### config.mk
export PLATFORM = sky130hd
export DESIGN_NAME = urxfb_top
export DESIGN_NICKNAME = d
export VERILOG_FILES = /design/src/common/urxfb_pkg.sv /design/src/hw/urxfb_top.sv /design/src/hw/urxfb_fifo.sv
export SDC_FILE = /design/constraint.sdc
export NUM_CORES = 1
export LEC_CHECK = 0
export BUFFER_PORTS_ARGS = -buffer_cell sky130_fd_sc_hd__buf_4
export CORE_UTILIZATION = 30
export DETAILED_ROUTE_END_ITERATION = 7
export GPL_ROUTABILITY_DRIVEN = 1
export PLACE_DENSITY = 0.46
export SETUP_SLACK_MARGIN = 0.2
export SLEW_MARGIN = 20
export SYNTH_ARGS = -nofsm -noshare
export SYNTH_HDL_FRONTEND = slang
export SYNTH_SLANG_ARGS = --single-unit
### constraint.sdc
create_clock -name clk -period 5.27 [get_ports clk]
set_input_delay 0.2635 -clock clk [delete_from_list [all_inputs] [get_ports clk]]
set_output_delay 0.2635 -clock clk [all_outputs]
set_load 0.02 [all_outputs]
### src/common/urxfb_pkg.sv
// Constants shared by the serial receive frame and baud block.
// Assumes byte addresses on a plain strobe port with 32-bit data.
`default_nettype none
package urxfb_pkg;
    // ------------------------------------------------------------
    // Register byte offsets
    // ------------------------------------------------------------
    localparam logic [7:0] OFF_RX_DATA       = 8'h00;
    localparam logic [7:0] OFF_RX_STATUS     = 8'h04;
    localparam logic [7:0] OFF_RX_LINE_CTRL  = 8'h1c;
    localparam logic [7:0] OFF_DIV_INTEGER   = 8'h24;
    localparam logic [7:0] OFF_DIV_FRACTION  = 8'h28;
    localparam logic [7:0] OFF_SERIAL_CTRL   = 8'h30;

    // ------------------------------------------------------------
    // Field positions
    // ------------------------------------------------------------
    localparam int POS_PARITY_ON   = 1;
    localparam int POS_EVEN_SEL    = 2;
    localparam int POS_TWO_STOP    = 3;
    localparam int POS_FIFO_ON     = 4;
    localparam int POS_WLEN_LO     = 5;
    localparam int POS_STICK       = 7;
    localparam int POS_OVS_SEL     = 0;
    localparam int POS_ST_EMPTY    = 0;
    localparam int POS_ST_FULL     = 1;
    localparam int POS_ST_OVERRUN  = 2;
    localparam int POS_ST_BUSY     = 3;
    localparam int POS_D_FRAME_ERR = 8;
    localparam int POS_D_PAR_ERR   = 9;

    // ------------------------------------------------------------
    // Reset values and counts
    // ------------------------------------------------------------
    localparam logic [7:0]  RST_LINE_CTRL = 8'h00;
    localparam logic [15:0] RST_DIV_INT   = 16'h0000;
    localparam logic [5:0]  RST_DIV_FRAC  = 6'h00;
    localparam logic        RST_OVS_SEL   = 1'h0;
    localparam logic [4:0]  OVS_TICKS_16  = 5'h10;
    localparam logic [4:0]  OVS_TICKS_8   = 5'h08;
    localparam logic [3:0]  MIN_DATA_BITS = 4'h5;
    localparam int          FIFO_DEPTH    = 32;
    localparam int          ENTRY_WIDTH   = 10;

    // Receiver states
    typedef enum logic [2:0] {
        RX_IDLE, RX_START, RX_DATA, RX_PARITY, RX_STOP1, RX_STOP2
    } urxfb_state_t;
endpackage
`default_nettype wire

### src/hw/urxfb_top.sv
// Serial receiver with frame configuration and fractional baud divisor.
// Assumes a synchronous serial input and a plain strobe register port.
//
// Functional notes
// - Parity enabled with even select 0 checks for an odd count of ones in data plus parity.
// - Parity enabled with even select 1 checks for an even count; parity off expects no parity bit.
// - Stop select 0 checks one stop bit, 1 checks two stop bits.
// - FIFO enable 0 gives character mode with one holding stage, 1 buffers in the receive FIFO.
// - Word length 00b/01b/10b/11b gives five/six/seven/eight data bits.
// - Stick parity with parity on expects 0 when even select is 1 and 1 when it is 0.
// - Oversampling select 0 gives sixteen ticks per bit.
// - Oversampling select 1 gives eight ticks per bit.
// - The tick period is the 16-bit integer divisor plus the fraction.
// - New divisor values take effect only once the current character has completed.
// - The fraction is a six-bit field in bits 5:0 of its own register, in 64ths.
`timescale 1ns/1ps
`default_nettype none
module urxfb_top #(
    parameter int FIFO_WORDS = urxfb_pkg::FIFO_DEPTH
) (
    input  wire logic        clk,
    input  wire logic        reset_n,
    input  wire logic        clkEnable,
    input  wire logic [7:0]  addr,
    input  wire logic [31:0] wrData,
    input  wire logic        wrStrobe,
    input  wire logic        rdStrobe,
    output logic [31:0]      rdData,
    input  wire logic        serialIn,
    output logic             rxBusy
);
    localparam int EW = urxfb_pkg::ENTRY_WIDTH;

    // ------------------------------------------------------------
    // Functions
    // ------------------------------------------------------------
    // Expected parity bit for the received data
    function automatic logic expParity(input logic [7:0] d, input logic evenSel,
                                       input logic stick);
        logic ones;
        ones = ^d;
        if (stick) begin
            expParity = ~evenSel;
        end else if (evenSel) begin
            expParity = ones;
        end else begin
            expParity = ~ones;
        end
    endfunction

    // Ticks per bit for an oversampling select
    function automatic logic [4:0] ticksPerBit(input logic ovs);
        ticksPerBit = ovs ? urxfb_pkg::OVS_TICKS_8 : urxfb_pkg::OVS_TICKS_16;
    endfunction

    // ------------------------------------------------------------
    // Registers
    // ------------------------------------------------------------
    logic [7:0]  lineCtrl_ff;
    logic [15:0] divisor_integer_part_ff;
    logic [5:0]  divisor_fraction_part_ff;
    logic        ovsSel_ff;
    logic [15:0] actInt_ff;
    logic [5:0]  actFrac_ff;
    logic        actOvs_ff;
    logic        overrun_ff;
    logic [31:0] rdData_ff;

    // ------------------------------------------------------------
    // Frame state
    // ------------------------------------------------------------
    logic [7:0]    frameCfg_ff;      // Line control captured at frame start
    logic [15:0]   cycCnt_ff;        // Clock cycles inside the current tick
    logic [5:0]    fracAcc_ff;       // Fraction accumulator, in 64ths
    logic          extra_ff;         // Next tick is one cycle longer
    logic [4:0]    tickCnt_ff;       // Ticks inside the current bit
    logic [2:0]    bitIdx_ff;        // Index of the next data bit
    logic [7:0]    shift_ff;         // Received data, LSB first
    logic          parErr_ff;
    logic          frameErr_ff;
    logic          prevLine_ff;      // Line level one cycle ago
    logic          holdFull_ff;
    logic [EW-1:0] holdData_ff;
    logic          busy_ff;
    urxfb_pkg::urxfb_state_t state_ff;
    urxfb_pkg::urxfb_state_t nxt_state;

    // ------------------------------------------------------------
    // Named decode wires
    // ------------------------------------------------------------
    wire logic          startEdge;
    wire logic [16:0]   periodLen;
    wire logic          tick;
    wire logic [6:0]    fracSum;
    wire logic [4:0]    bitTicks;
    wire logic [4:0]    tickTarget;
    wire logic          sampleNow;
    wire logic [2:0]    lastIdx;
    wire logic          stopBad;
    wire logic          frameDone;
    wire logic [EW-1:0] entry;
    wire logic          liveFifo;
    wire logic          frameFifo;
    wire logic          framePar;
    wire logic          frameTwo;
    wire logic          dataRead;
    wire logic          statusRead;
    wire logic          pushFifo;
    wire logic          pushHold;
    wire logic          popHold;
    wire logic          lostChar;
    wire logic          fifoInReady;
    wire logic          fifoOutValid;
    wire logic [EW-1:0] fifoOutData;
    wire logic          rxEmpty;
    wire logic          rxFull;
    wire logic [31:0]   rxDataWord;
    wire logic [31:0]   statusWord;
    wire logic [31:0]   regWord;
    wire logic          wrLine;
    wire logic          wrInt;
    wire logic          wrFrac;
    wire logic          wrCtrl;

    // ------------------------------------------------------------
    // Register port decode
    // ------------------------------------------------------------
    // Write strobes per register
    assign wrLine     = wrStrobe && (addr == urxfb_pkg::OFF_RX_LINE_CTRL);
    assign wrInt      = wrStrobe && (addr == urxfb_pkg::OFF_DIV_INTEGER);
    assign wrFrac     = wrStrobe && (addr == urxfb_pkg::OFF_DIV_FRACTION);
    assign wrCtrl     = wrStrobe && (addr == urxfb_pkg::OFF_SERIAL_CTRL);
    assign dataRead   = rdStrobe && (addr == urxfb_pkg::OFF_RX_DATA);
    assign statusRead = rdStrobe && (addr == urxfb_pkg::OFF_RX_STATUS);

    // Software-visible registers; the frame uses captured copies
    always_ff @(posedge clk or negedge reset_n) begin
        if (!reset_n) begin
            lineCtrl_ff <= urxfb_pkg::RST_LINE_CTRL;
            divisor_integer_part_ff   <= urxfb_pkg::RST_DIV_INT;
            divisor_fraction_part_ff  <= urxfb_pkg::RST_DIV_FRAC;
            ovsSel_ff   <= urxfb_pkg::RST_OVS_SEL;
        end else if (clkEnable) begin
            if (wrLine) lineCtrl_ff <= wrData[7:0];
            if (wrInt)  divisor_integer_part_ff   <= wrData[15:0];
            if (wrFrac) divisor_fraction_part_ff  <= wrData[5:0];
            if (wrCtrl) ovsSel_ff   <= wrData[urxfb_pkg::POS_OVS_SEL];
        end
    end

    // ------------------------------------------------------------
    // Frame configuration as captured at the start bit
    // ------------------------------------------------------------
    assign frameFifo = frameCfg_ff[urxfb_pkg::POS_FIFO_ON];
    assign framePar  = frameCfg_ff[urxfb_pkg::POS_PARITY_ON];
    assign frameTwo  = frameCfg_ff[urxfb_pkg::POS_TWO_STOP];
    assign liveFifo  = lineCtrl_ff[urxfb_pkg::POS_FIFO_ON];
    // Index of the last data bit: four plus the word length code, for five to eight bits
    assign lastIdx   = 3'(urxfb_pkg::MIN_DATA_BITS - 4'h1
                         + {2'b00, frameCfg_ff[urxfb_pkg::POS_WLEN_LO +: 2]});

    // Start is a falling edge only, so a held-low line after a
    // framing error does not start a phantom frame
    assign startEdge = prevLine_ff && !serialIn
                       && (state_ff == urxfb_pkg::RX_IDLE);

    // Divisor and frame settings are frozen for the whole character
    always_ff @(posedge clk or negedge reset_n) begin
        if (!reset_n) begin
            frameCfg_ff <= urxfb_pkg::RST_LINE_CTRL;
            actInt_ff   <= urxfb_pkg::RST_DIV_INT;
            actFrac_ff  <= urxfb_pkg::RST_DIV_FRAC;
            actOvs_ff   <= urxfb_pkg::RST_OVS_SEL;
        end else if (clkEnable && startEdge) begin
            frameCfg_ff <= lineCtrl_ff;
            actInt_ff   <= divisor_integer_part_ff;
            actFrac_ff  <= divisor_fraction_part_ff;
            actOvs_ff   <= ovsSel_ff;
        end
    end

    // Line history for the start edge; idle level after reset
    always_ff @(posedge clk or negedge reset_n) begin
        if (!reset_n) begin
            prevLine_ff <= 1'b1;
        end else if (clkEnable) begin
            prevLine_ff <= serialIn;
        end
    end

    // ------------------------------------------------------------
    // Oversampling tick generator
    // ------------------------------------------------------------
    // A divisor of zero, or of one with no fraction carry, gives a tick every cycle
    assign periodLen = {1'b0, actInt_ff} + {16'h0000, extra_ff};
    assign tick      = ({1'b0, cycCnt_ff} + 17'h00001) >= periodLen;
    assign fracSum   = {1'b0, fracAcc_ff} + {1'b0, actFrac_ff};

    // Carry of the fraction stretches the next tick by one cycle
    always_ff @(posedge clk or negedge reset_n) begin
        if (!reset_n) begin
            cycCnt_ff  <= 16'h0000;
            fracAcc_ff <= 6'h00;
            extra_ff   <= 1'b0;
        end else if (clkEnable) begin
            if (startEdge) begin
                cycCnt_ff  <= 16'h0000;
                fracAcc_ff <= 6'h00;
                extra_ff   <= 1'b0;
            end else if (tick) begin
                cycCnt_ff  <= 16'h0000;
                fracAcc_ff <= fracSum[5:0];
                extra_ff   <= fracSum[6];
            end else begin
                cycCnt_ff  <= cycCnt_ff + 16'h0001;
            end
        end
    end

    // ------------------------------------------------------------
    // Bit timing: half a bit into the start, then whole bits
    // ------------------------------------------------------------
    assign bitTicks   = ticksPerBit(actOvs_ff);
    assign tickTarget = (state_ff == urxfb_pkg::RX_START) ? (bitTicks >> 1) : bitTicks;
    assign sampleNow  = tick && ((tickCnt_ff + 5'h01) == tickTarget)
                        && (state_ff != urxfb_pkg::RX_IDLE);

    // Tick count inside the bit
    always_ff @(posedge clk or negedge reset_n) begin
        if (!reset_n) begin
            tickCnt_ff <= 5'h00;
        end else if (clkEnable) begin
            if (startEdge || sampleNow) begin
                tickCnt_ff <= 5'h00;
            end else if (tick) begin
                tickCnt_ff <= tickCnt_ff + 5'h01;
            end
        end
    end

    // ------------------------------------------------------------
    // Frame state machine
    // ------------------------------------------------------------
    always_comb begin
        nxt_state = state_ff;
        unique case (state_ff)
            urxfb_pkg::RX_IDLE: begin
                if (startEdge) nxt_state = urxfb_pkg::RX_START;
            end
            urxfb_pkg::RX_START: begin
                // A high line at mid start bit was only a glitch
                if (sampleNow) nxt_state = serialIn ? urxfb_pkg::RX_IDLE : urxfb_pkg::RX_DATA;
            end
            urxfb_pkg::RX_DATA: begin
                if (sampleNow && (bitIdx_ff == lastIdx)) begin
                    nxt_state = framePar ? urxfb_pkg::RX_PARITY : urxfb_pkg::RX_STOP1;
                end
            end
            urxfb_pkg::RX_PARITY: begin
                if (sampleNow) nxt_state = urxfb_pkg::RX_STOP1;
            end
            urxfb_pkg::RX_STOP1: begin
                if (sampleNow) nxt_state = frameTwo ? urxfb_pkg::RX_STOP2 : urxfb_pkg::RX_IDLE;
            end
            urxfb_pkg::RX_STOP2: begin
                if (sampleNow) nxt_state = urxfb_pkg::RX_IDLE;
            end
            default: begin
                nxt_state = urxfb_pkg::RX_IDLE;
            end
        endcase
    end

    // State and busy flag move together
    always_ff @(posedge clk or negedge reset_n) begin
        if (!reset_n) begin
            state_ff <= urxfb_pkg::RX_IDLE;
            busy_ff  <= 1'b0;
        end else if (clkEnable) begin
            state_ff <= nxt_state;
            busy_ff  <= (nxt_state != urxfb_pkg::RX_IDLE);
        end
    end

    // ------------------------------------------------------------
    // Data and error capture
    // ------------------------------------------------------------
    // Unused upper data bits stay zero for short words
    always_ff @(posedge clk or negedge reset_n) begin
        if (!reset_n) begin
            shift_ff  <= 8'h00;
            bitIdx_ff <= 3'h0;
        end else if (clkEnable) begin
            if (startEdge) begin
                shift_ff  <= 8'h00;
                bitIdx_ff <= 3'h0;
            end else if (sampleNow && (state_ff == urxfb_pkg::RX_DATA)) begin
                shift_ff[bitIdx_ff] <= serialIn;
                bitIdx_ff           <= bitIdx_ff + 3'h1;
            end
        end
    end

    // Parity and first stop bit checks
    always_ff @(posedge clk or negedge reset_n) begin
        if (!reset_n) begin
            parErr_ff   <= 1'b0;
            frameErr_ff <= 1'b0;
        end else if (clkEnable) begin
            if (startEdge) begin
                parErr_ff   <= 1'b0;
                frameErr_ff <= 1'b0;
            end else if (sampleNow && (state_ff == urxfb_pkg::RX_PARITY)) begin
                parErr_ff <= serialIn != expParity(shift_ff,
                    frameCfg_ff[urxfb_pkg::POS_EVEN_SEL],
                    frameCfg_ff[urxfb_pkg::POS_STICK]);
            end else if (sampleNow && (state_ff == urxfb_pkg::RX_STOP1)) begin
                frameErr_ff <= !serialIn;
            end
        end
    end

    // A low level on any stop bit marks the character
    assign stopBad   = !serialIn || ((state_ff == urxfb_pkg::RX_STOP2) && frameErr_ff);
    assign frameDone = sampleNow && (((state_ff == urxfb_pkg::RX_STOP1) && !frameTwo)
                                     || (state_ff == urxfb_pkg::RX_STOP2));
    assign entry     = {parErr_ff, stopBad, shift_ff};

    // ------------------------------------------------------------
    // Receive storage: FIFO or single holding stage
    // ------------------------------------------------------------
    assign pushFifo = frameDone && frameFifo;
    assign pushHold = frameDone && !frameFifo;
    assign popHold  = dataRead && !liveFifo && holdFull_ff;
    // A character that finds no room is dropped and flagged
    assign lostChar = (pushHold && holdFull_ff && !popHold) || (pushFifo && !fifoInReady);

    urxfb_fifo #(
        .WIDTH (EW),
        .DEPTH (FIFO_WORDS)
    ) rxFifo (
        .clk       (clk),
        .reset_n   (reset_n),
        .clkEnable (clkEnable),
        .inValid   (pushFifo),
        .inReady   (fifoInReady),
        .inData    (entry),
        .outValid  (fifoOutValid),
        .outReady  (dataRead && liveFifo),
        .outData   (fifoOutData)
    );

    // Holding stage; a new character wins over a read in one cycle
    always_ff @(posedge clk or negedge reset_n) begin
        if (!reset_n) begin
            holdFull_ff <= 1'b0;
            holdData_ff <= '0;
        end else if (clkEnable) begin
            holdFull_ff <= pushHold || (holdFull_ff && !popHold);
            if (pushHold && !(holdFull_ff && !popHold)) holdData_ff <= entry;
        end
    end

    // Overrun is sticky until status is read; setting wins
    always_ff @(posedge clk or negedge reset_n) begin
        if (!reset_n) begin
            overrun_ff <= 1'b0;
        end else if (clkEnable) begin
            overrun_ff <= lostChar || (overrun_ff && !statusRead);
        end
    end

    // ------------------------------------------------------------
    // Read data
    // ------------------------------------------------------------
    assign rxEmpty    = liveFifo ? !fifoOutValid : !holdFull_ff;
    assign rxFull     = liveFifo ? !fifoInReady : holdFull_ff;
    assign rxDataWord = liveFifo ? (fifoOutValid ? 32'(fifoOutData) : 32'h00000000)
                                 : (holdFull_ff ? 32'(holdData_ff) : 32'h00000000);
    assign statusWord = (32'(rxEmpty) << urxfb_pkg::POS_ST_EMPTY)
                      | (32'(rxFull) << urxfb_pkg::POS_ST_FULL)
                      | (32'(overrun_ff) << urxfb_pkg::POS_ST_OVERRUN)
                      | (32'(busy_ff) << urxfb_pkg::POS_ST_BUSY);
    // Unmapped offsets read as zero
    assign regWord =
        (addr == urxfb_pkg::OFF_RX_DATA)      ? rxDataWord :
        (addr == urxfb_pkg::OFF_RX_STATUS)    ? statusWord :
        (addr == urxfb_pkg::OFF_RX_LINE_CTRL) ? 32'(lineCtrl_ff) :
        (addr == urxfb_pkg::OFF_DIV_INTEGER)  ? 32'(divisor_integer_part_ff) :
        (addr == urxfb_pkg::OFF_DIV_FRACTION) ? 32'(divisor_fraction_part_ff) :
        (addr == urxfb_pkg::OFF_SERIAL_CTRL)  ? (32'(ovsSel_ff) << urxfb_pkg::POS_OVS_SEL) :
                                                32'h00000000;

    // Read data stands in the cycle after the strobe
    always_ff @(posedge clk or negedge reset_n) begin
        if (!reset_n) begin
            rdData_ff <= 32'h00000000;
        end else if (clkEnable && rdStrobe) begin
            rdData_ff <= regWord;
        end
    end

    assign rdData = rdData_ff;
    assign rxBusy = busy_ff;
endmodule
`default_nettype wire

### src/hw/urxfb_fifo.sv
// Synchronous FIFO with valid/ready on both sides.
// Assumes a single clock; clkEnable low freezes all state.
`timescale 1ns/1ps
`default_nettype none
module urxfb_fifo #(
    parameter int WIDTH = 10,
    parameter int DEPTH = 32
) (
    input  wire logic             clk,
    input  wire logic             reset_n,
    input  wire logic             clkEnable,
    input  wire logic             inValid,
    output logic                  inReady,
    input  wire logic [WIDTH-1:0] inData,
    output logic                  outValid,
    input  wire logic             outReady,
    output logic [WIDTH-1:0]      outData
);
    localparam int AW = $clog2(DEPTH);

    logic [WIDTH-1:0] mem [DEPTH];
    logic [AW:0]      wrPtr_ff;
    logic [AW:0]      rdPtr_ff;
    logic [AW:0]      nxt_wrPtr;
    logic [AW:0]      nxt_rdPtr;
    wire  logic       doPush;
    wire  logic       doPop;

    // ------------------------------------------------------------
    // Flags from pointers; extra bit tells full from empty
    // ------------------------------------------------------------
    assign outValid  = (wrPtr_ff != rdPtr_ff);
    assign inReady   = (wrPtr_ff[AW] == rdPtr_ff[AW]) || (wrPtr_ff[AW-1:0] != rdPtr_ff[AW-1:0]);
    assign doPush    = inValid && inReady && clkEnable;
    assign doPop     = outValid && outReady && clkEnable;
    assign nxt_wrPtr = wrPtr_ff + (AW+1)'(1);
    assign nxt_rdPtr = rdPtr_ff + (AW+1)'(1);
    assign outData   = mem[rdPtr_ff[AW-1:0]];

    // Pointer registers
    always_ff @(posedge clk or negedge reset_n) begin
        if (!reset_n) begin
            wrPtr_ff <= '0;
            rdPtr_ff <= '0;
        end else begin
            if (doPush) wrPtr_ff <= nxt_wrPtr;
            if (doPop)  rdPtr_ff <= nxt_rdPtr;
        end
    end

    // Storage has no reset; only written entries are ever read
    always_ff @(posedge clk) begin
        if (doPush) mem[wrPtr_ff[AW-1:0]] <= inData;
    end
endmodule
`default_nettype wire

==> impl_metrics.ini <==
[run_status]
status = complete, no violations

[logic_synthesis]
synth_area_per_inst_sq_um = 15.7
post-synth-top-area-cell = sky130_fd_sc_hd__edfxtp_1
edff_count_synth = 320
synthTopCellsByArea = sky130_fd_sc_hd__edfxtp_1 47%, sky130_fd_sc_hd__dfrtp_1 18%, sky130_fd_sc_hd__mux4_2 11%
synth_largest_type_area_fraction_pct = 47.1
synth_area_sq_mm = 0.0204
synth_warnings = 0
ys_seq_area_share_pct = 65.1
synth.ff_latch_count = 467
netlist-cell-type-count = 68
synthFlopType = sky130_fd_sc_hd__edfxtp_1
asyncSetResetFlopFracSynth_pct = 31.5
netlist_instances = 1303

[route]
initialDrtViolationCount = 944
drt-met1-wl_mm = 24.4
vias_per_cell = 4.95
drt_wl_total_mm = 52.1
wl_met3_mm = 2.42
detailroute.wirelength.met2_mm = 24.1
detail-route-antenna-nets = 0
route.detailed.wl_per_inst_microns = 22.2
dr_total_vias = 11600
drc_violations = 0
number_of_iterations_in_the_first_detailed_routing_pass = 7
topRoutingLayerUsed = met4

[clock_network]
tritoncts_buffer_count = 52
htree_levels = 2
clk_latency_ns = 0.61
clkSinkCount = 467
cts-root-buf = sky130_fd_sc_hd__clkbuf_16
tritoncts = yes
path_clk_slew_ns = 0.06
maximum_root_to_sink_buffer_count = 3

[placed_design]
place_area_sq_mm = 0.0221
io_buffer_count = 46
dp.cells = 2234
dp_hpwl_mm = 34.4
gp_routability_congestion = 0.767

[final_layout]
final_cell_mix = 320 x sky130_fd_sc_hd__edfxtp_1, 144 x sky130_fd_sc_hd__dfrtp_1, 119 x sky130_fd_sc_hd__buf_4, 96 x sky130_fd_sc_hd__mux4_2, 85 x sky130_fd_sc_hd__nand2_1
design.final.nets = 1516
layout-drive-gt1-share_pct = 25.8
filler_cell_count = 6391
finish.instance_area_sq_mm = 0.0239
instances_no_fill = 2346
diodes = 0
final_common_cell = sky130_fd_sc_hd__edfxtp_1
area_growth_pct = 17.2

[sta]
final.setup_skew_ns = 0.0380
post_route_setup_tns_ns = 0
rsz0062_at_grt = false
drv_slew = 0
final-hold-violation-count = 0
final_period_minus_worst_setup_slack_ns = 4.66
fmax_mhz = 214
ratio_of_final_minimum_period_to_clock_period_pct = 88.5
slew_headroom_pct = 33.6
timing_worst_slew_pin_value_ns = 0.996
setup-violations-final = 0

[pwr]
power_per_cell_area_mw_per_mm2 = 336
p_sw_w = 0.00189
seq_power_share_pct = 51.0
intPower_w = 0.00613
clkPwrFrac_pct = 42.9
power.share.switching_pct = 23.5
p_leak_nw = 8.82
pwr-share-comb_pct = 6.2
design_power_total_w = 0.00802
peakVddDrop_uv = 240

[worst_setup_path]
worst-endpoint-required_ns = 5.55
critical_path.n_buffers_inverters = 2
worst_setup_path_class = reg -> reg
cell_by_cell_trace_of_the_critical_path = ha_1, and3_1, nand3_1, nand2b_1, nor2_1, and3_1, and3_1, ha_1, nand4_1, nor2_1, nand3_1, or4_4, a21oi_4, nand4_1, buf_4, nor2_1, buf_4
path_max_fanout = 11
crit_path_end_kind = flop
slowest_delay_ns = 0.62
cp-start-kind = flop
timing.critical_path.slowest_stage_cell = sky130_fd_sc_hd__or4_4
critPathTopFamily = simple AND/OR/NAND/NOR gates
worst_ep_arrival_time_ns = 4.94

[floorplanning]
die_area_sq_mm = 0.0691
height_of_the_die_microns = 263
rows = 95
die_width_microns = 263
initial_utilization_pct = 30.3
ios = 79
core_area_sq_mm = 0.0673

[run]
max-cap-violations = 0

[worst_hold_path]
timing.hold.worst.class = in -> reg

[global_routing]
grt_max_degree = 66
antenna_found_initial = 3
first_global_vias = 12000
gr_ovfl_total = 0
global_route_wire_length_before_repair_mm = 78.6
total_routing_usage_reported_by_global_routing_pct = 15.2
==> sequential cells by signal (all words and copies together) (netlist names), 7 cells and up <==
register	count
actInt_ff	16
frameCfg_ff	7
shift_ff	8
holdData_ff	10
cycCnt_ff	16
lineCtrl_ff	8
rxFifo.mem	320
divisor_integer_part_ff	16
rdData	16
==> cells in the mapped netlist, types with 4 or more instances <==
master / count
sky130_fd_sc_hd__o2bb2ai_1: 4
sky130_fd_sc_hd__nor2b_1: 8
sky130_fd_sc_hd__mux4_2: 96
sky130_fd_sc_hd__buf_1: 8
sky130_fd_sc_hd__nand3b_1: 5
sky130_fd_sc_hd__mux2i_1: 18
sky130_fd_sc_hd__buf_2: 11
sky130_fd_sc_hd__nand4_1: 16
sky130_fd_sc_hd__nor3_1: 14
sky130_fd_sc_hd__a21o_1: 7
sky130_fd_sc_hd__a221oi_1: 8
sky130_fd_sc_hd__or3_1: 7
sky130_fd_sc_hd__o21ai_0: 50
sky130_fd_sc_hd__mux2_2: 76
sky130_fd_sc_hd__o31ai_1: 9
sky130_fd_sc_hd__and3_1: 20
sky130_fd_sc_hd__ha_1: 36
sky130_fd_sc_hd__nand2b_1: 8
sky130_fd_sc_hd__o22ai_1: 6
sky130_fd_sc_hd__xnor2_1: 39
sky130_fd_sc_hd__nand3_1: 38
sky130_fd_sc_hd__and2_1: 4
sky130_fd_sc_hd__nand2_1: 85
sky130_fd_sc_hd__a21oi_1: 25
sky130_fd_sc_hd__edfxtp_1: 320
sky130_fd_sc_hd__buf_4: 19
sky130_fd_sc_hd__a31oi_1: 5
sky130_fd_sc_hd__dfrtp_1: 146
sky130_fd_sc_hd__clkbuf_1: 38
sky130_fd_sc_hd__a222oi_1: 4
sky130_fd_sc_hd__nor2_1: 74
sky130_fd_sc_hd__xor2_1: 24
sky130_fd_sc_hd__nor4_1: 7
sky130_fd_sc_hd__inv_1: 17
==> worst reg2reg max path: stages (launching register included) <==
cell	delay, ns
sky130_fd_sc_hd__dfrtp_1	0.44
sky130_fd_sc_hd__ha_1	0.27
sky130_fd_sc_hd__and3_1	0.21
sky130_fd_sc_hd__nand3_1	0.18
sky130_fd_sc_hd__nand2b_1	0.22
sky130_fd_sc_hd__nor2_1	0.09
sky130_fd_sc_hd__and3_1	0.22
sky130_fd_sc_hd__and3_1	0.20
sky130_fd_sc_hd__ha_1	0.31
sky130_fd_sc_hd__nand4_1	0.15
sky130_fd_sc_hd__nor2_1	0.18
sky130_fd_sc_hd__nand3_1	0.14
sky130_fd_sc_hd__or4_4	0.62
sky130_fd_sc_hd__a21oi_4	0.38
sky130_fd_sc_hd__nand4_1	0.16
sky130_fd_sc_hd__buf_4	0.23
sky130_fd_sc_hd__nor2_1	0.13
sky130_fd_sc_hd__buf_4	0.22
==> cells by family (layout without fill, tap and decap cells) <==
logic type | Yosys count | in the layout | synth area share (%)
buf+inv | 97 | 252 | 2.27
fa+ha+maj | 37 | 37 | 2.31
mux | 190 | 190 | 15.7
simple gates | 298 | 298 | 7.10
compound gates | 150 | 150 | 4.82
flops | 467 | 467 | 65.1
other cells | 1 | 16 | 0.0184
xor+xnor | 63 | 63 | 2.70
==> power by group through the flow <==
stage	sequential, W	clock [W]	combinational [W]
after floorplan	0.00415	0	0.000292
after global placement	0.00416	0	0.000476
after detailed placement	0.00416	0	0.000485
after CTS	0.00409	0.00355	0.000499
after global routing	0.00410	0.00369	0.000553
final	0.00409	0.00344	0.000494
==> final timing paths <==
| check | start | end | slack (ns) | cells after the start |
|---|---|---|---|---|
| setup / recovery | cycCnt_ff[0] | rxFifo.mem[25][7] | 0.61 | 17 |
| hold / removal | wrStrobe | ovsSel_ff | 0.13 | 4 |
| setup reg to reg | cycCnt_ff[0] | rxFifo.mem[25][7] | 0.61 | 17 |
| hold reg to reg | rdData[15] | rdData[15] | 0.48 | 2 |
| max in group asynchronous | reset_n | rxFifo.rdPtr_ff[1] | 3.76 | 3 |
| min in group asynchronous | reset_n | cycCnt_ff[13] | 0.17 | 2 |
==> per-layer routing <==
metal	global-route usage, %	up-vias
li1	-	5270
met3	2.56	67
met4	3.65	0
met5	0	-
met2	24.2	248
met1	21.7	6025
==> through the flow <==
stage / hold slack, ns / worst slack (ns) / util [%]
after global routing: 0.161 / 0.240 / 35.5
after floorplan: -0.0321 / 0.793 / -
after global placement: 0.236 / 0.467 / 32.9
after CTS: 0.107 / 0.406 / 35.5
final: 0.134 / 0.606 / 35.5
after detailed placement: 0.249 / 0.437 / 32.9
==> timing repair <==
item	CTS	global route
gates resized for setup	0	1
hold endpoints to repair	77	0
setup buffers	0	0
hold buffers	18	0
setup endpoints to repair	0	313
==> layout make-up <==
cell class	instances	area [sq um]	share of cell area [%]
Multi-Input combinational cell	754	6730	28.1
Sequential cell	467	13300	55.6
Clock inverter	32	256	1.07
Tap cell	873	1090	4.57
Inverter	19	71.3	0.298
Timing Repair Buffer	139	1100	4.62
Clock buffer	62	1370	5.72
No activity file was read; power rests on OpenSTA's default activity.
